--- src/usb_fctl_consts.vh ---
// Constants for the function address and power control block
// How it works
// - Software writes a 7-bit address; it takes effect when the transfer ends.
// - Address register bit 7 reads 1 after a write until the address applies.
// - Bus reset detection sets the reset-detect flag, power bit 3.
// - Bus reset clears the function address to zero.
// - Bus reset flushes every endpoint FIFO.
// - Bus reset clears all endpoint control/status registers to zero.
// - Bus reset clears the endpoint index register to zero.
// - Bus reset enables all interrupts but suspend and clears their flags.
// - Bus reset raises the reset interrupt flag without checking its enable bit.
// - Writing 1 to the reset bit resets the whole function to defaults.
// - With suspend detection on, bus suspend enters suspend and flags it when enabled.
// - Resume or bus reset wakes the oscillator; bus reset or any reset leaves suspend.
// - Host resume raises the resume flag when enabled; suspend ends at the next interrupt flag read.
// - Power bit 2 drives remote wakeup only while suspended; software clears it after 10-15 ms.
// - With iso update set, newly loaded iso IN packets wait for next SOF.
// - With iso update set, an iso IN token before SOF gets a zero packet.
// - Inhibit reads 1 after reset; once cleared only a reset sets it again.
// - While inhibit is 1, bus reset, suspend, resume and iso traffic are ignored; power bit 3 and transfer end still act.
// - Suspend status reads 1 while suspended; cleared on resume end or read.
`ifndef USB_FCTL_CONSTS_VH
`define USB_FCTL_CONSTS_VH
`define ADDR_FUNC 12'h000
`define ADDR_POWER 12'h004
`define ADDR_INTEN 12'h008
`define ADDR_IRQF 12'h00C
`define ADDR_STAT 12'h010
`define FUNC_RESET 8'h00
`define POWER_RESET 8'h10
`define INTEN_RESET 8'h00
`define INTEN_BUSRST 8'h06
`define PWR_SUSPEND_DETECT_ENABLE 0
`define PWR_SUSPEND_STATUS 1
`define PWR_RESUME 2
`define PWR_BUSRST 3
`define PWR_INHIBIT 4
`define PWR_ISO 7
`define FUNC_PEND 7
`define IRQ_SUSP 0
`define IRQ_RESUME 1
`define IRQ_RESET 2
`endif

--- src/usb_function_address_power_control.v ---
// Function address, power, suspend and reset control with AXI4-Lite slave
`timescale 1ns/1ps
`include "usb_fctl_consts.vh"

module usb_function_address_power_control (
  input wire MCLK_I,
  input wire RESET_N_I,
  input wire [11:0] S_AXI_AWADDR_I,
  input wire S_AXI_AWVALID_I,
  output reg S_AXI_AWREADY_O,
  input wire [31:0] S_AXI_WDATA_I,
  input wire [3:0] S_AXI_WSTRB_I,
  input wire S_AXI_WVALID_I,
  output reg S_AXI_WREADY_O,
  output reg [1:0] S_AXI_BRESP_O,
  output reg S_AXI_BVALID_O,
  input wire S_AXI_BREADY_I,
  input wire [11:0] S_AXI_ARADDR_I,
  input wire S_AXI_ARVALID_I,
  output reg S_AXI_ARREADY_O,
  output reg [31:0] S_AXI_RDATA_O,
  output reg [1:0] S_AXI_RRESP_O,
  output reg S_AXI_RVALID_O,
  input wire S_AXI_RREADY_I,
  input wire BUS_RESET_I,
  input wire BUS_SUSPEND_I,
  input wire BUS_RESUME_I,
  input wire TRANSFER_DONE_I,
  input wire SOF_I,
  input wire ISO_IN_TOKEN_I,
  input wire IN_PACKET_LOADED_I,
  output reg [6:0] ACTIVE_ADDRESS_O,
  output reg FUNCTION_ENABLE_O,
  output reg SUSPENDED_O,
  output reg OSC_WAKE_O,
  output reg REMOTE_WAKEUP_O,
  output reg ISO_SEND_PACKET_O,
  output reg ISO_ZERO_LENGTH_O,
  output reg FIFO_FLUSH_O,
  output reg EP_CSR_CLEAR_O,
  output reg INDEX_CLEAR_O
);

  // ------------------------------------------------------------
  // Pin synchronisers, three stages, edge once stages 2 and 3 agree
  // ------------------------------------------------------------
  wire [2:0] pin_raw = {BUS_RESUME_I, BUS_SUSPEND_I, BUS_RESET_I};
  reg [2:0] sync1;
  reg [2:0] sync2;
  reg [2:0] sync3;
  reg [2:0] pin_level;
  wire [2:0] pin_rise;
  genvar g;
  generate
    for (g = 0; g < 3; g = g + 1)
    begin : g_sync
      always @(posedge MCLK_I or negedge RESET_N_I)
      begin
        if (!RESET_N_I)
        begin
          sync1[g] <= 1'b0;
          sync2[g] <= 1'b0;
          sync3[g] <= 1'b0;
          pin_level[g] <= 1'b0;
        end
        else
        begin
          sync1[g] <= pin_raw[g];
          sync2[g] <= sync1[g];
          sync3[g] <= sync2[g];
          if (sync2[g] == sync3[g])
            pin_level[g] <= sync3[g];
        end
      end
      assign pin_rise[g] = (sync2[g] == sync3[g]) && sync3[g] &&
        !pin_level[g];
    end
  endgenerate
  wire bus_reset_evt = pin_rise[0];
  wire suspend_evt = pin_rise[1];
  wire resume_evt = pin_rise[2];

  // ------------------------------------------------------------
  // Software reset: asynchronous, from a flop released next cycle
  // ------------------------------------------------------------
  // The reset pulse comes from a register so the async path is glitch free.
  reg soft_reset;
  wire rst_n = RESET_N_I & ~soft_reset;

  // ------------------------------------------------------------
  // Register map
  // ------------------------------------------------------------
  // Word registers: the two low address bits are ignored on decode
  localparam [11:0] ofs_func = `ADDR_FUNC;
  localparam [11:0] ofs_power = `ADDR_POWER;
  localparam [11:0] ofs_inten = `ADDR_INTEN;
  localparam [11:0] ofs_irqf = `ADDR_IRQF;
  localparam [11:0] ofs_stat = `ADDR_STAT;

  // ------------------------------------------------------------
  // AXI4-Lite slave
  // ------------------------------------------------------------
  reg aw_held;
  reg w_held;
  reg [11:0] aw_addr;
  reg [31:0] w_data;
  reg [3:0] w_strb;
  wire [9:0] wr_idx = aw_addr[11:2];
  wire [9:0] rd_idx = S_AXI_ARADDR_I[11:2];
  wire wr_go = aw_held && w_held && !S_AXI_BVALID_O;
  wire wr_lane0 = wr_go && w_strb[0];
  wire wr_func = wr_lane0 && (wr_idx == ofs_func[11:2]);
  wire wr_power = wr_lane0 && (wr_idx == ofs_power[11:2]);
  wire wr_inten = wr_lane0 && (wr_idx == ofs_inten[11:2]);
  wire wr_hit = (wr_idx == ofs_func[11:2]) ||
    (wr_idx == ofs_power[11:2]) ||
    (wr_idx == ofs_inten[11:2]) ||
    (wr_idx == ofs_irqf[11:2]) ||
    (wr_idx == ofs_stat[11:2]);
  wire rd_go = S_AXI_ARVALID_I && S_AXI_ARREADY_O;
  wire rd_irqf = rd_go && (rd_idx == ofs_irqf[11:2]);

  // ------------------------------------------------------------
  // Control registers
  // ------------------------------------------------------------
  reg [6:0] addr_written;
  reg addr_pending;
  reg iso_enable;
  reg inhibit;
  reg busrst_flag;
  reg resume_drive;
  reg suspend_mode;
  reg suspend_enable;
  reg [7:0] int_enable;
  reg [7:0] irq_flags;
  reg resumed_by_host;
  reg iso_waiting;
  reg [7:0] rdata_mux;

  always @*
  begin
    rdata_mux = 8'h00;
    case (rd_idx)
      ofs_func[11:2]: rdata_mux = {addr_pending, addr_written};
      ofs_power[11:2]: rdata_mux = {iso_enable, 2'b00, inhibit,
        busrst_flag, resume_drive, suspend_mode, suspend_enable};
      ofs_inten[11:2]: rdata_mux = int_enable;
      ofs_irqf[11:2]: rdata_mux = irq_flags;
      ofs_stat[11:2]: rdata_mux = {5'h00, iso_waiting, pin_level[1],
        FUNCTION_ENABLE_O};
      default: rdata_mux = 8'h00;
    endcase
  end

  wire rd_hit = (rd_idx == ofs_func[11:2]) ||
    (rd_idx == ofs_power[11:2]) ||
    (rd_idx == ofs_inten[11:2]) ||
    (rd_idx == ofs_irqf[11:2]) ||
    (rd_idx == ofs_stat[11:2]);

  wire live_traffic = !inhibit;
  wire bus_rst = bus_reset_evt && live_traffic;
  wire susp_go = suspend_evt && live_traffic && suspend_enable &&
    !suspend_mode;
  wire resume_go = resume_evt && live_traffic && suspend_mode;
  wire resume_end = wr_power && !w_data[`PWR_RESUME] && resume_drive;

  always @(posedge MCLK_I or negedge RESET_N_I)
  begin
    if (!RESET_N_I)
      soft_reset <= 1'b0;
    else
      soft_reset <= wr_power && w_data[`PWR_BUSRST] && !soft_reset;
  end

  always @(posedge MCLK_I or negedge rst_n)
  begin
    if (!rst_n)
    begin
      aw_held <= 1'b0;
      w_held <= 1'b0;
      aw_addr <= 12'h000;
      w_data <= 32'h00000000;
      w_strb <= 4'h0;
      S_AXI_AWREADY_O <= 1'b1;
      S_AXI_WREADY_O <= 1'b1;
      S_AXI_BVALID_O <= 1'b0;
      S_AXI_BRESP_O <= 2'b00;
      S_AXI_ARREADY_O <= 1'b1;
      S_AXI_RVALID_O <= 1'b0;
      S_AXI_RRESP_O <= 2'b00;
      S_AXI_RDATA_O <= 32'h00000000;
      {addr_pending, addr_written} <= `FUNC_RESET;
      ACTIVE_ADDRESS_O <= 7'h00;
      iso_enable <= 1'b0;
      inhibit <= 1'b1;
      busrst_flag <= 1'b0;
      resume_drive <= 1'b0;
      suspend_mode <= 1'b0;
      suspend_enable <= 1'b0;
      int_enable <= `INTEN_RESET;
      irq_flags <= 8'h00;
      resumed_by_host <= 1'b0;
      iso_waiting <= 1'b0;
      FUNCTION_ENABLE_O <= 1'b0;
      SUSPENDED_O <= 1'b0;
      OSC_WAKE_O <= 1'b0;
      REMOTE_WAKEUP_O <= 1'b0;
      ISO_SEND_PACKET_O <= 1'b0;
      ISO_ZERO_LENGTH_O <= 1'b0;
      FIFO_FLUSH_O <= 1'b0;
      EP_CSR_CLEAR_O <= 1'b0;
      INDEX_CLEAR_O <= 1'b0;
    end
    else
    begin
      // Bus channels
      if (S_AXI_AWVALID_I && S_AXI_AWREADY_O)
      begin
        aw_held <= 1'b1;
        aw_addr <= S_AXI_AWADDR_I;
        S_AXI_AWREADY_O <= 1'b0;
      end
      if (S_AXI_WVALID_I && S_AXI_WREADY_O)
      begin
        w_held <= 1'b1;
        w_data <= S_AXI_WDATA_I;
        w_strb <= S_AXI_WSTRB_I;
        S_AXI_WREADY_O <= 1'b0;
      end
      if (wr_go)
      begin
        aw_held <= 1'b0;
        w_held <= 1'b0;
        S_AXI_BVALID_O <= 1'b1;
        S_AXI_BRESP_O <= wr_hit ? 2'b00 : 2'b10;
      end
      if (S_AXI_BVALID_O && S_AXI_BREADY_I)
      begin
        S_AXI_BVALID_O <= 1'b0;
        S_AXI_AWREADY_O <= 1'b1;
        S_AXI_WREADY_O <= 1'b1;
      end
      if (rd_go)
      begin
        S_AXI_ARREADY_O <= 1'b0;
        S_AXI_RVALID_O <= 1'b1;
        S_AXI_RDATA_O <= {24'h000000, rdata_mux};
        S_AXI_RRESP_O <= rd_hit ? 2'b00 : 2'b10;
      end
      if (S_AXI_RVALID_O && S_AXI_RREADY_I)
      begin
        S_AXI_RVALID_O <= 1'b0;
        S_AXI_ARREADY_O <= 1'b1;
      end

      // Function address: staged, applied at end of transfer
      if (wr_func)
      begin
        addr_written <= w_data[6:0];
        addr_pending <= 1'b1;
      end
      else if (addr_pending && TRANSFER_DONE_I)
      begin
        ACTIVE_ADDRESS_O <= addr_written;
        addr_pending <= 1'b0;
      end

      // Power register writes
      if (wr_power)
      begin
        iso_enable <= w_data[`PWR_ISO];
        suspend_enable <= w_data[`PWR_SUSPEND_DETECT_ENABLE];
        resume_drive <= w_data[`PWR_RESUME] && suspend_mode;
        if (!w_data[`PWR_INHIBIT])
          inhibit <= 1'b0;
      end
      if (wr_inten)
        int_enable <= w_data[7:0];

      // Flags: reading clears, a same-cycle event wins
      if (rd_irqf)
        irq_flags <= 8'h00;
      if (susp_go && int_enable[`IRQ_SUSP])
        irq_flags[`IRQ_SUSP] <= 1'b1;
      if (resume_go && int_enable[`IRQ_RESUME])
        irq_flags[`IRQ_RESUME] <= 1'b1;

      // Suspend status
      if (susp_go)
        suspend_mode <= 1'b1;
      if (resume_go)
        resumed_by_host <= 1'b1;
      if (resume_end || (rd_irqf && resumed_by_host))
      begin
        suspend_mode <= 1'b0;
        resumed_by_host <= 1'b0;
      end

      // Bus reset and its side effects, above all but a same-cycle iso packet load
      busrst_flag <= pin_level[0] || bus_reset_evt;
      if (bus_rst)
      begin
        busrst_flag <= 1'b1;
        addr_written <= 7'h00;
        ACTIVE_ADDRESS_O <= 7'h00;
        addr_pending <= 1'b0;
        suspend_mode <= 1'b0;
        resumed_by_host <= 1'b0;
        resume_drive <= 1'b0;
        int_enable <= `INTEN_BUSRST;
        irq_flags <= 8'h00;
        irq_flags[`IRQ_RESET] <= 1'b1;
        iso_waiting <= 1'b0;
      end
      FIFO_FLUSH_O <= bus_rst;
      EP_CSR_CLEAR_O <= bus_rst;
      INDEX_CLEAR_O <= bus_rst;

      // Isochronous IN timing
      ISO_SEND_PACKET_O <= 1'b0;
      ISO_ZERO_LENGTH_O <= 1'b0;
      // A packet loaded alongside a frame start waits for the next one
      if (SOF_I && iso_waiting)
        iso_waiting <= 1'b0;
      if (IN_PACKET_LOADED_I && iso_enable && live_traffic)
        iso_waiting <= 1'b1;
      if (ISO_IN_TOKEN_I && live_traffic)
      begin
        if (iso_enable && iso_waiting && !SOF_I)
          ISO_ZERO_LENGTH_O <= 1'b1;
        else
          ISO_SEND_PACKET_O <= 1'b1;
      end

      // Status outputs
      FUNCTION_ENABLE_O <= !inhibit;
      SUSPENDED_O <= suspend_mode;
      REMOTE_WAKEUP_O <= resume_drive;
      OSC_WAKE_O <= resume_go || bus_rst || (resume_drive &&
        !REMOTE_WAKEUP_O);
    end
  end

endmodule // usb_function_address_power_control

--- config.mk ---
export PLATFORM = sky130hd
export DESIGN_NAME = usb_function_address_power_control
export DESIGN_NICKNAME = d
export VERILOG_FILES = /design/src/usb_function_address_power_control.v
export VERILOG_INCLUDE_DIRS = /design/src
export SDC_FILE = /design/constraint.sdc
export NUM_CORES = 1
export LEC_CHECK = 0
export CORE_MARGIN = 5
export CORE_UTILIZATION = 54
export CTS_BUF_LIST = sky130_fd_sc_hd__clkbuf_8
export CTS_CLUSTER_SIZE = 30
export DETAILED_ROUTE_END_ITERATION = 12
export DONT_BUFFER_PORTS = 1
export PLACE_DENSITY_LB_ADDON = 0.2
export SYNTH_ARGS = -nofsm -noshare
export SYNTH_HDL_FRONTEND = slang
export SYNTH_SLANG_ARGS = --single-unit
export TNS_END_PERCENT = 5
--- constraint.sdc ---
create_clock -name MCLK_I -period 9.3 [get_ports MCLK_I]
set_input_delay 1.86 -clock MCLK_I [delete_from_list [all_inputs] [get_ports MCLK_I]]
set_output_delay 1.86 -clock MCLK_I [all_outputs]
set_load 0.03 [all_outputs]
# After elaboration in Yosys (flattened, before gate mapping)
# Index checks and enable logic that the tools add are counted.
# classes
eq_ne	12
mux	47
n_bitwise	3
n_reduce_logical	83
# op_table
operator	count
== test 10 x 2 -> 1 bit, second input constant	4
logical AND 1 bit	40
case mux 8 bit (5 select lines)	1
two-way mux 1 bit	35
two-way mux 7 bit	5
two-way mux 8 bit	4
nonzero test 2 bit	11
== test 10 x 1 -> 1 bit, second input constant	2
== test 10 x 3 -> 1 bit, second input constant	2
logical NOT 10 bit	2
nonzero test 3 bit	6
logical OR 1 bit	12
logical NOT 1 bit	10
two-way mux 2 bit	2
AND reduction 2 bit	2
== test 1 bit	3
inequality test 2 x 1 -> 1 bit, second input constant	1
NOT 1 bit	2
bitwise AND 1 bit	1
# word_totals
ff_bits	99
input_bits	74
out_inout_bits	57
word_cells	193

# Depth between registers and ports, before layout
# depth
depth_word	9
depth_mapped	6
mapped_depth_nobuf	4

# Worst setup path after synthesis
# No wires, ideal clock.
# synth_timing
kind	input port to flip-flop
from	in S_AXI_ARADDR_I[10]
to	reg irq_flags[0]
setup_time_ns	0.132
t_arrival_ns	3.181
required_time_ns	9.168
path_slack_ns	5.987
cell_stages	4
path_buffers	0
path_cell_list	or4_1 > or4_1 > a32oi_1 > nor2_1
# synth_via
elab_chain_len	3
# synth_rtl
element	line	rtl
start, declared	usb_function_address_power_control.v:18	input wire [11:0] S_AXI_ARADDR_I,
== test 10 x 2 -> 1 bit	usb_function_address_power_control.v:121	wire rd_irqf = rd_go && (rd_idx == ofs_irqf[11:2]);
logical AND 1 bit	usb_function_address_power_control.v:121	
nonzero test 3 bit (no source line)	n/a	
end signal, assigned	usb_function_address_power_control.v:202	irq_flags <= 8'h00;
end signal, assigned	usb_function_address_power_control.v:283	irq_flags <= 8'h00;
end signal, assigned by index	usb_function_address_power_control.v:285	irq_flags[`IRQ_SUSP] <= 1'b1;
end, declared	usb_function_address_power_control.v:135	reg [7:0] irq_flags;
# Every way passes these cells.
# A chain may end at the register's enable or synchronous reset.

# Worst setup path after layout
# Same ends and word-level chain as after synthesis.

==> flow_summary.yaml <==
clock_tree:
  root_buffer: "clkbuf_8"
  path_clk_slew_ps: 80
  clkSinkCount: 90
  h-tree-depth: 3
  cts_resized: 0
  cts_buffers: 9
  cts-hold-fix-buffers: 0
  clock_path_buffers: 2
  cts_tree: "done"
  worstSkewPairLatency_ps: 360
  post_cts_buffers: 0
detailed_routing:
  route.vias.total: 2505
  antenna_left: 0
  initialDrtViolationCount: 145
  viasPerCell: 5.47
  drt_wl_total_um: 7800
  wire_per_inst_um: 17.0
  drc: 0
  drt_pre_antenna_iters: 4
critical_path:
  startpoint_type: "input port"
  crit_path_end_kind: "flop"
  crit_fanout: 4
  crit_path_max_incr_delay_ps: 650
  path_delay_family: "simple AND/OR/NAND/NOR gates"
  cp_slowest_cell: "or4_1"
  path_cells: "or4_1 > or4_1 > a32oi_1 > nor2_1"
  critPathBufInv: 0
  cp_common_cell: "or4_1"
  setup.worst_path.class: "input port to flop"
  worstPathRequired_ps: 9520
  arrival_ps: 3330
power:
  p_per_area_mw_per_mm2: 222
  power_mw: 0.911
  ir_worst_vdd_uv: 135
  total_leakage_power_nw: 1.80
global_route:
  grt_max_degree: 47
  track_usage: 0.181
  grt_pass1_wl_um: 12500
  antenna_found_initial: 0
  grt_pass1_vias: 2441
  grt_overflow: 0
yosys:
  ys_async_sr_fraction: 1.00
  synth_edf_count: 0
  yosys_warnings: 0
  synth_seq_area_share: 0.573
  synth.ff_latch_count: 90
  netlist_area_mm2: 0.00394
  synth_cells: 357
  avgSynthCellArea_um2: 11.0
  synth_cell_types: 43
  synth_flop_cell: "dfrtp_1"
timing:
  setup_viol_count_final: 0
  min_period_ps: 3100
  rsz0062_at_grt: "no"
  slew_headroom: 0.428
  timing.final.crit_share: 0.334
  setup-tns-final_ps: 0
  slew_viol_final: 0
  fmaxAchievable_mhz: 322
  fin_skew_ps: 12.9
  hold_violations: 0
  worstMarginPinSlew_ps: 856
  whs_ps: 353
cells_and_area:
  final_cells: 458
  drive_gt1_frac: 0.159
  final_nets: 431
  final_common_cell: "dfrtp_1"
  area_growth_pct: 4.13
  layout_common_cells: "dfrtp_1 (86), nand2_1 (35), o21ai_0 (29), mux2_2 (26), conb_1 (26)"
  diodes: 0
die:
  initial_core_util: 0.549
  dieArea_mm2: 0.00910
  die_h_um: 95.4
  core-area_mm2: 0.00718
  num_io_pins: 131
  die_x_um: 95.4
  rows: 31
placed_design:
  dp_cells: 442
  dp_hpwl_um: 5630
  place_congestion: 0.816
  portBuffers: 0
min_path:
  hp-class: "flop to flop"
run:
  drv_cap: 0
run_status:
  outcome: "finished clean"
## final cells by class
type	instances	area [um2]
Clock inverter	5	30.0
Fill cell	620	3070
Timing Repair Buffer	3	22.5
Multi-Input combinational cell	238	1470
Inverter	12	45.0
Clock buffer	11	151
Sequential cell	90	2260
Tap cell	99	124
## synth_stat cells (5+ instances only)
library cell | count | share of area
nand3_1 | 18 | 0.023
buf_4 | 28 | 0.053
dfrtp_1 | 86 | 0.55
nor2b_1 | 6 | 0.0095
clkbuf_1 | 8 | 0.0076
inv_1 | 11 | 0.010
o21ai_0 | 29 | 0.037
a21oi_1 | 25 | 0.032
a22oi_1 | 6 | 0.011
mux2_2 | 26 | 0.074
nor2_1 | 11 | 0.010
nand2_1 | 35 | 0.033
mux2i_1 | 6 | 0.015
nor3_1 | 5 | 0.0064
## metal layers
layer | GRT usage | wire length, um
met1 | 0.254 | 3400
met4 | 0.0758 | 138
met5 | 0 | 0
met3 | 0.0481 | 602
met2 | 0.268 | 3660
## stage by stage
step | setup slack, ps | instance area (um2) | utilization
after floorplan | 2750 | 4030 | -
after global placement | 5860 | 3920 | 0.546
after detailed placement | 5840 | 3920 | 0.546
after CTS | 6210 | 4100 | 0.572
after global routing | 6150 | 4100 | 0.572
final | 6200 | 4100 | 0.572
## logic make-up after synthesis
group | after synthesis | share of synthesized area
and+or+nand+nor | 103 | 0.134
DFF | 90 | 0.573
AOI/OAI and AO/OA | 72 | 0.104
buffers and inverters | 54 | 0.0807
muxes | 34 | 0.0972
adders and majority gates | 3 | 0.00953
other | 1 | 0.000952
## worst register-to-register path, stage by stage, from the launching register on
cell     delay, ps
dfrtp_1        380
or4_4          570
or4_1          750
or2_1          410
mux2_4         330
## worst paths after layout
kind	from	end	slack (ps)	depth (start not counted)
max	S_AXI_ARADDR_I[10]	irq_flags[0]$_DFFE_PN0P_	6200	4
min	sync1[0]$_DFF_PN0_	sync2[0]$_DFF_PN0_	350	0
max reg2reg	aw_addr[9]$_DFFE_PN0P_	suspend_enable$_DFFE_PN0N_	6750	4
min reg2reg	sync1[0]$_DFF_PN0_	sync2[0]$_DFF_PN0_	350	0
max in group asynchronous	RESET_N_I	inhibit$_DFFE_PN1P_	6550	2
min in group asynchronous	soft_reset$_DFF_PN0_	w_data[6]$_DFFE_PN0P_	550	1
## registers in the layout (all words and copies together), names as in the netlist, 3 cells and up
register          cells
sync3                 3
aw_addr              10
irq_flags             3
pin_level             3
sync2                 3
S_AXI_RDATA_O         8
addr_written          7
w_data                8
ACTIVE_ADDRESS_O      7
int_enable            8
sync1                 3
## power breakdown
part | switching, mW | internal, mW
logic | 0.0714 | 0.0628
registers | 0.0763 | 0.456
clock network | 0.134 | 0.110
total | 0.281 | 0.629
Power figures use the tool's default switching activity.
